### src/rtl/stc_map.svh
/*
 * Register offsets, field positions, reset values and timing counts of the
 * stepper translator and chopper block.
 * Assumes a 50 MHz clock and a byte-addressed AXI4-Lite register window.
 */
`ifndef STC_MAP_SVH
`define STC_MAP_SVH

// ==========================================================
// register offsets
`define STC_CTRL_OFS        8'h00
`define STC_CHOP_OFS        8'h04
`define STC_STAT_OFS        8'h08

// ==========================================================
// field positions
`define STC_CTRL_MASTER_BIT 0
`define STC_STAT_POS_LSB    0
`define STC_STAT_LATCH1_BIT 4
`define STC_STAT_LATCH2_BIT 5
`define STC_STAT_HOME_BIT   6
`define STC_STAT_MODE_LSB   8

// ==========================================================
// timing
`define STC_CLK_PERIOD_NS   20
`define STC_CHOP_PERIOD_NS  50000
`define STC_CHOP_CYCLES     (`STC_CHOP_PERIOD_NS / `STC_CLK_PERIOD_NS)

// ==========================================================
// reset values and answers
`define STC_CTRL_RST        32'h0000_0001
`define STC_CHOP_RST        16'(`STC_CHOP_CYCLES)
`define STC_RESP_OKAY       2'h0
`define STC_RESP_SLVERR     2'h2

`endif

### src/rtl/stc_pkg.sv
/*
 * Types shared by the stepper translator and chopper block.
 * Assumes stc_map.svh carries every number.
 */
package stc_pkg;

	// ==========================================================
	// drive mode, gray coded along half -> normal -> wave
	typedef enum logic [1:0]
	{
		STC_HALF   = 2'h0,
		STC_NORMAL = 2'h1,
		STC_WAVE   = 2'h3
	} stc_mode_e;

	// ==========================================================
	// lines to the power stage
	typedef struct packed
	{
		logic [3:0] phase_lines;
		logic       inhibit_pair1_n;
		logic       inhibit_pair2_n;
	} stc_drive_s;

endpackage

### src/rtl/stc_translator_chopper.sv
/*
 * Stepper phase translator with dual chopper and AXI4-Lite registers.
 * Assumes controller pins and sense comparator outputs are asynchronous,
 * and that the power stage samples the registered drive lines.
 */
// The address map and the AXI4-Lite register port were left to the implementer.
`timescale 1ns/1ps
`include "stc_map.svh"

// Function
// - three sequences chosen by step-size select
// - inhibits driven in half and wave modes
// - chop target select picks phase or inhibit
// - phase chop raises the pair's inactive line
// - oscillator pulse sets both chop latches
// - sense clears latch, drive off until pulse
// - one device drives sync, others follow
// - advance one state per step rising edge in half step, two in full step
// - anticlockwise walks the sequence in reverse
// - reset returns to state one, 0101
// - high step-size select means half step
// - low at odd state gives two-phase-on
// - two-phase-on holds both inhibits high when select is high
// - low at even state gives one-phase-on
// - select low chops inhibits, high chops phases
// - enable low forces all drive lines low
// - home flag active at state one
module stc_translator_chopper
	import stc_pkg::*;
(
	// system
	input  wire logic        clk,
	input  wire logic        rst,
	// controller pins
	input  wire logic        step_pulse_n,
	input  wire logic        rotation_direction,
	input  wire logic        half_full,
	input  wire logic        chop_on_phase,
	input  wire logic        enable,
	input  wire logic        translator_reset_n,
	// sense comparators
	input  wire logic        current_sense_pair1,
	input  wire logic        current_sense_pair2,
	// shared chopper sync pin
	input  wire logic        sync_in,
	output logic             sync_out,
	output logic             sync_oe_n,
	// power stage
	output stc_drive_s       drive,
	output logic             home_flag,
	// axi4-lite slave
	input  wire logic [7:0]  s_axi_awaddr,
	input  wire logic        s_axi_awvalid,
	output logic             s_axi_awready,
	input  wire logic [31:0] s_axi_wdata,
	input  wire logic [3:0]  s_axi_wstrb,
	input  wire logic        s_axi_wvalid,
	output logic             s_axi_wready,
	output logic [1:0]       s_axi_bresp,
	output logic             s_axi_bvalid,
	input  wire logic        s_axi_bready,
	input  wire logic [7:0]  s_axi_araddr,
	input  wire logic        s_axi_arvalid,
	output logic             s_axi_arready,
	output logic [31:0]      s_axi_rdata,
	output logic [1:0]       s_axi_rresp,
	output logic             s_axi_rvalid,
	input  wire logic        s_axi_rready
);

	// ==========================================================
	// functions
	function automatic logic [3:0] seq_phase(input logic [2:0] pos);
		logic [3:0] p;
		p = 4'h0;
		unique case (pos)
			3'h0: p = 4'h5;
			3'h1: p = 4'h1;
			3'h2: p = 4'h9;
			3'h3: p = 4'h8;
			3'h4: p = 4'hA;
			3'h5: p = 4'h2;
			3'h6: p = 4'h6;
			3'h7: p = 4'h4;
		endcase
		return p;
	endfunction

	function automatic logic [31:0] merge_bytes(input logic [31:0] old,
		input logic [31:0] nw, input logic [3:0] strb);
		logic [31:0] r;
		r = old;
		for (int i = 0; i < 4; i++)
		begin
			if (strb[i])
				r[8*i +: 8] = nw[8*i +: 8];
		end
		return r;
	endfunction

	// ==========================================================
	// pin synchronisers
	logic [8:0]  meta_q;
	logic [8:0]  sync_q;
	logic        step_prev_q;
	logic        sync_prev_q;
	logic        step_s, dir_s, half_s, ctrl_s, en_s, treset_n_s, sense1_s, sense2_s;
	logic        sync_s;

	always_ff @(posedge clk)
	begin
		meta_q <= {step_pulse_n, rotation_direction, half_full, chop_on_phase, enable,
			translator_reset_n, current_sense_pair1, current_sense_pair2, sync_in};
		sync_q <= meta_q;
	end

	assign {step_s, dir_s, half_s, ctrl_s, en_s, treset_n_s, sense1_s, sense2_s, sync_s} = sync_q;

	always_ff @(posedge clk)
	begin
		if (rst)
		begin
			step_prev_q <= 1'b1;
			sync_prev_q <= 1'b0;
		end
		else
		begin
			step_prev_q <= step_s;
			sync_prev_q <= sync_s;
		end
	end

	logic step_rise;
	logic sync_rise;
	assign step_rise = step_s & ~step_prev_q;
	assign sync_rise = sync_s & ~sync_prev_q;

	// ==========================================================
	// registers
	logic        master_q;
	logic [15:0] chop_period_q;

	// ==========================================================
	// translator
	logic [2:0]  pos_q;
	logic [2:0]  step_amt;
	stc_mode_e   mode;

	// full step moves two so the parity picked at selection time holds
	assign step_amt = half_s ? 3'h1 : 3'h2;

	always_ff @(posedge clk)
	begin
		if (rst || !treset_n_s)
			pos_q <= 3'h0;
		else if (step_rise)
			pos_q <= dir_s ? pos_q + step_amt : pos_q - step_amt;
	end

	always_comb
	begin
		if (half_s)
			mode = STC_HALF;
		else if (!pos_q[0])
			mode = STC_NORMAL;
		else
			mode = STC_WAVE;
	end

	// ==========================================================
	// chopper oscillator and latches
	logic [15:0] chop_cnt_q;
	logic        int_pulse;
	logic        chop_pulse;
	logic        sync_out_q;
	logic        latch1_q, latch2_q;

	assign int_pulse  = (chop_cnt_q >= chop_period_q - 16'h1);
	assign chop_pulse = master_q ? int_pulse : sync_rise;

	always_ff @(posedge clk)
	begin
		if (rst || int_pulse)
			chop_cnt_q <= 16'h0;
		else
			chop_cnt_q <= chop_cnt_q + 16'h1;
	end

	// one-cycle pulse; followers need it to pass their two-stage synchroniser
	always_ff @(posedge clk)
	begin
		if (rst)
			sync_out_q <= 1'b0;
		else
			sync_out_q <= master_q & int_pulse;
	end

	assign sync_out  = sync_out_q;
	assign sync_oe_n = ~master_q;

	// set beats a sense trip in the same cycle
	always_ff @(posedge clk)
	begin
		if (rst)
			latch1_q <= 1'b0;
		else if (chop_pulse)
			latch1_q <= 1'b1;
		else if (sense1_s)
			latch1_q <= 1'b0;
	end

	always_ff @(posedge clk)
	begin
		if (rst)
			latch2_q <= 1'b0;
		else if (chop_pulse)
			latch2_q <= 1'b1;
		else if (sense2_s)
			latch2_q <= 1'b0;
	end

	// ==========================================================
	// drive lines
	stc_drive_s drive_d;
	stc_drive_s drive_q;
	logic       home_q;
	logic [3:0] seq_now;

	assign seq_now = seq_phase(pos_q);

	always_comb
	begin
		drive_d.phase_lines     = seq_phase(pos_q);
		drive_d.inhibit_pair1_n = (mode == STC_NORMAL) | (|drive_d.phase_lines[3:2]);
		drive_d.inhibit_pair2_n = (mode == STC_NORMAL) | (|drive_d.phase_lines[1:0]);
		if (ctrl_s)
		begin
			// raising the idle line keeps current out of the sense resistor
			if (!latch1_q && ^drive_d.phase_lines[3:2])
				drive_d.phase_lines[3:2] = 2'h3;
			if (!latch2_q && ^drive_d.phase_lines[1:0])
				drive_d.phase_lines[1:0] = 2'h3;
		end
		else
		begin
			drive_d.inhibit_pair1_n = drive_d.inhibit_pair1_n & latch1_q;
			drive_d.inhibit_pair2_n = drive_d.inhibit_pair2_n & latch2_q;
		end
		if (!en_s)
			drive_d = '0;
	end

	always_ff @(posedge clk)
	begin
		if (rst)
		begin
			drive_q <= '0;
			home_q  <= 1'b1;
		end
		else
		begin
			drive_q <= drive_d;
			home_q  <= (pos_q == 3'h0);
		end
	end

	assign drive     = drive_q;
	assign home_flag = home_q;

	// ==========================================================
	// axi4-lite write path
	logic        aw_got_q, w_got_q;
	logic [7:0]  awaddr_q;
	logic [31:0] wdata_q;
	logic [3:0]  wstrb_q;
	logic        bvalid_q;
	logic [1:0]  bresp_q;
	logic        aw_have, w_have;
	logic [7:0]  wr_addr;
	logic [31:0] wr_data;
	logic [3:0]  wr_strb;

	assign s_axi_awready = ~aw_got_q & ~bvalid_q;
	assign s_axi_wready  = ~w_got_q & ~bvalid_q;
	assign aw_have = aw_got_q | (s_axi_awvalid & s_axi_awready);
	assign w_have  = w_got_q | (s_axi_wvalid & s_axi_wready);
	assign wr_addr = aw_got_q ? awaddr_q : s_axi_awaddr;
	assign wr_data = w_got_q ? wdata_q : s_axi_wdata;
	assign wr_strb = w_got_q ? wstrb_q : s_axi_wstrb;

	always_ff @(posedge clk)
	begin
		if (rst)
		begin
			aw_got_q <= 1'b0;
			w_got_q  <= 1'b0;
			awaddr_q <= 8'h00;
			wdata_q  <= 32'h0000_0000;
			wstrb_q  <= 4'h0;
			bvalid_q <= 1'b0;
			bresp_q  <= `STC_RESP_OKAY;
		end
		else if (aw_have && w_have && !bvalid_q)
		begin
			aw_got_q <= 1'b0;
			w_got_q  <= 1'b0;
			bvalid_q <= 1'b1;
			bresp_q  <= (wr_addr == `STC_CTRL_OFS || wr_addr == `STC_CHOP_OFS ||
				wr_addr == `STC_STAT_OFS) ? `STC_RESP_OKAY : `STC_RESP_SLVERR;
		end
		else
		begin
			if (s_axi_awvalid && s_axi_awready)
			begin
				aw_got_q <= 1'b1;
				awaddr_q <= s_axi_awaddr;
			end
			if (s_axi_wvalid && s_axi_wready)
			begin
				w_got_q <= 1'b1;
				wdata_q <= s_axi_wdata;
				wstrb_q <= s_axi_wstrb;
			end
			if (s_axi_bready)
				bvalid_q <= 1'b0;
		end
	end

	assign s_axi_bvalid = bvalid_q;
	assign s_axi_bresp  = bresp_q;

	logic [31:0] ctrl_word;
	logic [31:0] chop_word;
	assign ctrl_word = {31'h0, master_q};
	assign chop_word = {16'h0, chop_period_q};

	// a function result cannot be bit-selected, so merge into named words first
	logic [31:0] ctrl_merged;
	logic [31:0] chop_merged;
	assign ctrl_merged = merge_bytes(ctrl_word, wr_data, wr_strb);
	assign chop_merged = merge_bytes(chop_word, wr_data, wr_strb);

	always_ff @(posedge clk)
	begin
		if (rst)
		begin
			master_q      <= 1'(`STC_CTRL_RST);
			chop_period_q <= `STC_CHOP_RST;
		end
		else if (aw_have && w_have && !bvalid_q)
		begin
			if (wr_addr == `STC_CTRL_OFS)
				master_q <= ctrl_merged[`STC_CTRL_MASTER_BIT];
			if (wr_addr == `STC_CHOP_OFS)
				chop_period_q <= chop_merged[15:0];
		end
	end

	// ==========================================================
	// axi4-lite read path
	logic        rvalid_q;
	logic [31:0] rdata_q;
	logic [1:0]  rresp_q;
	logic [31:0] stat_word;

	always_comb
	begin
		stat_word = 32'h0000_0000;
		stat_word[`STC_STAT_POS_LSB +: 3]   = pos_q;
		stat_word[`STC_STAT_LATCH1_BIT]     = latch1_q;
		stat_word[`STC_STAT_LATCH2_BIT]     = latch2_q;
		stat_word[`STC_STAT_HOME_BIT]       = home_q;
		stat_word[`STC_STAT_MODE_LSB +: 2]  = mode;
	end

	assign s_axi_arready = ~rvalid_q;

	always_ff @(posedge clk)
	begin
		if (rst)
		begin
			rvalid_q <= 1'b0;
			rdata_q  <= 32'h0000_0000;
			rresp_q  <= `STC_RESP_OKAY;
		end
		else if (s_axi_arvalid && !rvalid_q)
		begin
			rvalid_q <= 1'b1;
			rresp_q  <= `STC_RESP_OKAY;
			unique case (s_axi_araddr)
				`STC_CTRL_OFS: rdata_q <= ctrl_word;
				`STC_CHOP_OFS: rdata_q <= chop_word;
				`STC_STAT_OFS: rdata_q <= stat_word;
				default:
				begin
					rdata_q <= 32'h0000_0000;
					rresp_q <= `STC_RESP_SLVERR;
				end
			endcase
		end
		else if (s_axi_rready)
			rvalid_q <= 1'b0;
	end

	assign s_axi_rvalid = rvalid_q;
	assign s_axi_rdata  = rdata_q;
	assign s_axi_rresp  = rresp_q;
endmodule

### config.mk
export PLATFORM = sky130hd
export DESIGN_NAME = stc_translator_chopper
export DESIGN_NICKNAME = d
export VERILOG_FILES = /design/src/rtl/stc_pkg.sv /design/src/rtl/stc_translator_chopper.sv
export VERILOG_INCLUDE_DIRS = /design/src /design/src/rtl
export SDC_FILE = /design/constraint.sdc
export NUM_CORES = 1
export LEC_CHECK = 0
export BUFFER_PORTS_ARGS = -buffer_cell sky130_fd_sc_hd__clkbuf_2
export CORE_ASPECT_RATIO = 0.5
export CORE_MARGIN = 4
export CORE_UTILIZATION = 43
export CTS_BUF_LIST = sky130_fd_sc_hd__clkbuf_8
export DETAILED_ROUTE_END_ITERATION = 10
export PLACE_DENSITY_LB_ADDON = 0.15
export REMOVE_ABC_BUFFERS = 1
export SLEW_MARGIN = 25
export SYNTH_ARGS = -nofsm -noshare
export SYNTH_HDL_FRONTEND = slang
export SYNTH_SLANG_ARGS = --single-unit
### constraint.sdc
create_clock -name clk -period 7.7 [get_ports clk]
set_input_delay 1.155 -clock clk [delete_from_list [all_inputs] [get_ports clk]]
set_output_delay 1.155 -clock clk [all_outputs]
set_load 0.01 [all_outputs]
Yosys cells after proc, flatten, opt, wreduce, memory -nomap -nowiden
Memories as Yosys holds them, arrays and structs flattened. A register that Yosys moved wholly into a read port is not among the register bits.
Cells that the tools add are included.
{ "totals": {"reg_bits": 132, "input_bits": 68, "mem_bits_ro": 32, "out_inout_bits": 50, "memories": 1, "mem_bits_rw": 0, "latch_bits": 0} }
{ "memory_table": {"columns": ["name", "words", "word_bits", "read_ports", "rd_clocked_by_memory_dff", "write_ports", "line_no", "rtl"], "rows": [
  ["(name not given)", 8, 4, 1, 1, 0, "stc_translator_chopper.sv:76", "unique case (pos)"]
]} }
{ "op_classes": {"n_shift": 0, "n_reduce_logical": 35, "mul": 0, "bitwise_logic": 22, "eq_ne": 5, "add_sub_neg": 4, "n_div": 0, "muxes": 25, "order_cmp": 1} }
{ "ops": {"columns": ["op", "count"], "rows": [
  ["$pmux W16 S3", 1],
  ["$mux W2", 9],
  ["$add A16 B1 Y16 const B", 1],
  ["$eq A8 B3 Y1 const B", 2],
  ["$eq A8 B4 Y1 const B", 2],
  ["$ge A16 B16 Y1", 1],
  ["$logic_not A8 Y1", 2],
  ["$mux W16", 1],
  ["$sub A16 B1 Y16 const B", 1],
  ["$and A1 B1 Y1", 9],
  ["$mux W1", 9],
  ["$mux W3", 3],
  ["$not A1 Y1", 9],
  ["$reduce_and A3 Y1", 3],
  ["$mux W8", 1],
  ["$reduce_bool A2 Y1", 4],
  ["$reduce_or A2 Y1", 4],
  ["$logic_and A1 B1 Y1", 7],
  ["$logic_not A1 Y1", 5],
  ["$logic_or A1 B1 Y1", 4],
  ["$mux W4", 1],
  ["$or A1 B1 Y1", 4],
  ["$reduce_and A2 Y1", 2],
  ["$reduce_xor A2 Y1", 2],
  ["other kinds (5)", 5]
]} }

Logic depth before layout (Yosys ltp)
{ "depth": {"word_depth": 8, "ltp_mapped": 14, "mapped_depth_nobuf": 12} }

Worst setup path after synthesis
OpenSTA, ideal clock, no wires.
{ "synth_path": {"kind": "flip-flop to flip-flop", "from": "reg chop_period_q[0]", "to": "reg chop_cnt_q[10]", "path_stages_with_launch": 14, "arrival_time_ps": 3323, "path_buffers": 2, "setup_time_ps": 117, "slack_ps": 4260, "path_cell_list": "dfxtp_1 > or4_4 > or4_4 > nor3_2 > nor3b_2 > xnor2_1 > ha_1 > nand4_1 > or2_2 > a311oi_1 > or4_1 > clkbuf_1 > buf_2 > nor2_1"} }
{ "synth_between": {"elab_chain_cells": 3} }
{ "synth_lines": {"columns": ["item", "line_no", "rtl"], "rows": [
  ["start, declared", "stc_translator_chopper.sv:141", "logic [15:0] chop_period_q;"],
  ["start signal, assigned", "stc_translator_chopper.sv:348", "chop_period_q <= `STC_CHOP_RST;"],
  ["start signal, assigned", "stc_translator_chopper.sv:355", "chop_period_q <= chop_merged[15:0];"],
  ["$sub A16 B1 Y16", "stc_translator_chopper.sv:178", "assign int_pulse = (chop_cnt_q >= chop_period_q - 16'h1);"],
  ["$ge A16 B16 Y1", "stc_translator_chopper.sv:178", null],
  ["$logic_or A1 B1 Y1", "stc_translator_chopper.sv:183", "if (rst || int_pulse)"],
  ["end signal, assigned", "stc_translator_chopper.sv:186", "chop_cnt_q <= chop_cnt_q + 16'h1;"],
  ["end, declared", "stc_translator_chopper.sv:172", "logic [15:0] chop_cnt_q;"]
]} }
No other way between the ends.
A chain may end at the register's enable or synchronous reset.

Worst setup path after layout
{ "layout_path": {"from": "reg chop_period_q[0]", "to": "reg chop_cnt_q[8]"} }
Same word-level chain as after synthesis.

==> flow_metrics.env <==
export IMPL_status="completed"
export IMPL_synthTopCellsByArea="dfxtp_1, nor2_1, ha_1, mux2i_1, a21oi_1"
export IMPL_criticalPathCategory="reg -> reg"
export IMPL_finalPower_mw=1.378
export IMPL_path_cells="or4_4 > or4_4 > nor3_2 > nor3b_2 > xnor2_1 > ha_1 > nand4_1 > or2_2 > a311oi_1 > or4_1 > nor2_1"
export IMPL_synth_most_common_cell="dfxtp_1"
export IMPL_viasPerCell=4.886
export IMPL_grt_pass1_wl_microns=18650
export IMPL_cts_tree="built"
export IMPL_period_share_pct=48.66
export IMPL_drcViolationCount=0
export IMPL_rows=28
export IMPL_required_ns=7.99
export IMPL_port_buffers=81
export IMPL_die_w_microns=165.9
export IMPL_slowest_stage="or4_4"
export IMPL_clock_latency_ns=0.44
export IMPL_dp_hpwl_microns=8020
export IMPL_placed_area_sq_mm=0.005806
export IMPL_min_path_type="reg -> reg"
export IMPL_initial_utilization_pct=44.75
export IMPL_p_leak_nw=2.704
export IMPL_synth_async_reset_ratio_pct=0
export IMPL_slew_viol_final=0
export IMPL_cts_buffers=17
export IMPL_root_buffer="clkbuf_8"
export IMPL_cp_arrival_ns=4.04
export IMPL_yosysTopAreaCellShare_pct=44.06
export IMPL_r2r_setup_slack_ns=3.95
export IMPL_period_minus_slack_ns=3.747
export IMPL_fin_nets=758
export IMPL_ir_drop_v=0.00009162
export IMPL_ys_top_cells_by_count="dfxtp_1, nor2_1, nand2_1"
export IMPL_seq_area_sq_mm=0.002362
export IMPL_diodes=0
export IMPL_yosys_warnings=0
export IMPL_hold_buffers=0
export IMPL_postCtsSetupBuffers=0
export IMPL_max_freq_mhz=266.9
export IMPL_cpPeakStageDelay_ns=0.55
export IMPL_cts_sinks=118
export IMPL_vias=4124
export IMPL_setup_viol=0
export IMPL_yosys_most_used_dff="dfxtp_1"
export IMPL_synth_avg_cell_area_sq_um=9.056
export IMPL_fp_dieArea_sq_mm=0.01443
export IMPL_syn_area_sq_mm=0.005361
export IMPL_antenna_found_initial=0
export IMPL_area_delta_synth_final_pct=16.59
export IMPL_core_region_area_sq_mm=0.01198
export IMPL_tightestPinTransition_ns=0.8921
export IMPL_drt_iter0_drc=206
export IMPL_final_area_sq_mm=0.006251
export IMPL_cts_max_level=4
export IMPL_multi_input_area_sq_mm=0.002735
export IMPL_endpoint_kind="flop"
export IMPL_grt_remaining_overflow=0
export IMPL_grt_max_degree=80
export IMPL_cp_common_cell="or4_4"
export IMPL_clockBufferDepth=2
export IMPL_routed_wl_microns=11150
export IMPL_power_density_mw_per_mm2=220.5
export IMPL_clk_pin_slew_ns=0.07
export IMPL_skew_ns=0.01142
export IMPL_synth_seq_area_share_pct=44.06
export IMPL_ant_nets=0
export IMPL_final_util_pct=52.17
export IMPL_synth_top_area_cell="dfxtp_1"
export IMPL_fillers=1165
export IMPL_io_pins=118
export IMPL_track_usage_pct=15.88
export IMPL_synth_cell_types=58
export IMPL_synth_edf_count=0
export IMPL_grt_setup_unrepaired="false"
export IMPL_drive_above_1_share_pct=21.06
export IMPL_drv_cap=0
export IMPL_syn_inst=592
export IMPL_cts_resized=0
export IMPL_final_hold_viol_count=0
export IMPL_start_kind="flop"
export IMPL_gp_congestion=0.7847
export IMPL_drt_pre_antenna_iters=5
export IMPL_grt_pass1_vias=3960
export IMPL_die_y_microns=86.96
export IMPL_critPathMaxFanout=16
export IMPL_routedWlPerCell_microns=13.21
export IMPL_ys_ff_latch=118
export IMPL_tns_ns=0
export IMPL_slew_limit_headroom_pct=40.38
-- critical path: cells and delay by family (launching register included) --
kind            cells  cell delay, ns
fa+ha+maj           1            0.31
flops               1            0.36
simple gates        8            2.55
compound gates      1            0.32
xor+xnor            1            0.09
-- sequential cells by signal, indices dropped and copies added, names as in the netlist, 2 cells and up, named ones only --
register and flops:
awaddr_q 8, meta_q 9, pos_q 3, chop_period_q 16, wdata_q 16, chop_cnt_q 16
wstrb_q 2, sync_q 9, s_axi_rdata 16, drive 6
-- layout make-up --
| class | instances | area share (%) |
|---|---|---|
| Tap cell | 165 | 3.303 |
| Timing Repair Buffer | 83 | 6.725 |
| Clock buffer | 19 | 4.183 |
| Inverter | 23 | 1.381 |
| Sequential cell | 118 | 37.79 |
| Clock inverter | 13 | 2.862 |
| Multi-Input combinational cell | 423 | 43.75 |
-- placed cells by master, fill, tap and decap left out, types with 5 or more instances in the layout --
cell	instances
clkbuf_2	81
clkbuf_8	19
nor2_1	91
nand2b_1	6
nor3_1	19
nand3b_1	6
conb_1	18
inv_1	25
nand3_1	9
a21oi_1	42
nand2_1	49
mux2_2	13
xnor2_1	17
nand4_1	5
a22oi_1	15
dfxtp_1	118
mux2i_1	22
xor2_1	13
ha_1	23
nor2b_1	10
-- logic make-up (layout without fill, tap and decap cells) --
logic type | Yosys count | after routing | share of synthesized area [%]
adders and majority gates | 24 | 24 | 5.741
muxes | 35 | 35 | 6.838
xor gates and xnor gates | 30 | 30 | 4.901
buffers and inverters | 68 | 138 | 6.208
DFF | 118 | 118 | 44.06
AOI/OAI and AO/OA | 88 | 88 | 11.32
and+or+nand+nor | 228 | 228 | 20.86
other | 1 | 18 | 0.06994
-- report_power, final --
group          switching [mW]  internal (mW)  leakage (nW)  total, mW
registers              0.0137          0.630         0.964      0.644
clock network           0.256          0.369         0.225      0.625
logic                  0.0643         0.0450          1.51      0.109
total                   0.334           1.04          2.70       1.38
-- final timing paths --
| kind | startpoint | end | cells past startpoint |
|---|---|---|---|
| max | chop_period_q[0] | chop_cnt_q[8] | 11 |
| max reg2reg | chop_period_q[0] | chop_cnt_q[8] | 11 |
| min | meta_q[4] | sync_q[4] | 0 |
| min reg2reg | meta_q[4] | sync_q[4] | 0 |
-- stage by stage --
stage	setup WS [ns]	hold WS, ns	std cells
final	3.953	0.3259	844
after global routing	3.724	0.3281	844
after CTS	3.961	0.3262	844
after detailed placement	3.965	0.3121	812
after global placement	4.027	0.3128	812
after floorplan	4.393	0.3096	564
-- layer usage --
layer,vias to the layer above,share of wire (%),GRT usage (%)
met2,76,44,26.11
li1,2151,-,-
met5,-,0,0
met4,0,1.2,4.716
met3,10,4.8,5.349
met1,1887,50,20.15
Note: power is estimated with default switching activity, not from simulation.
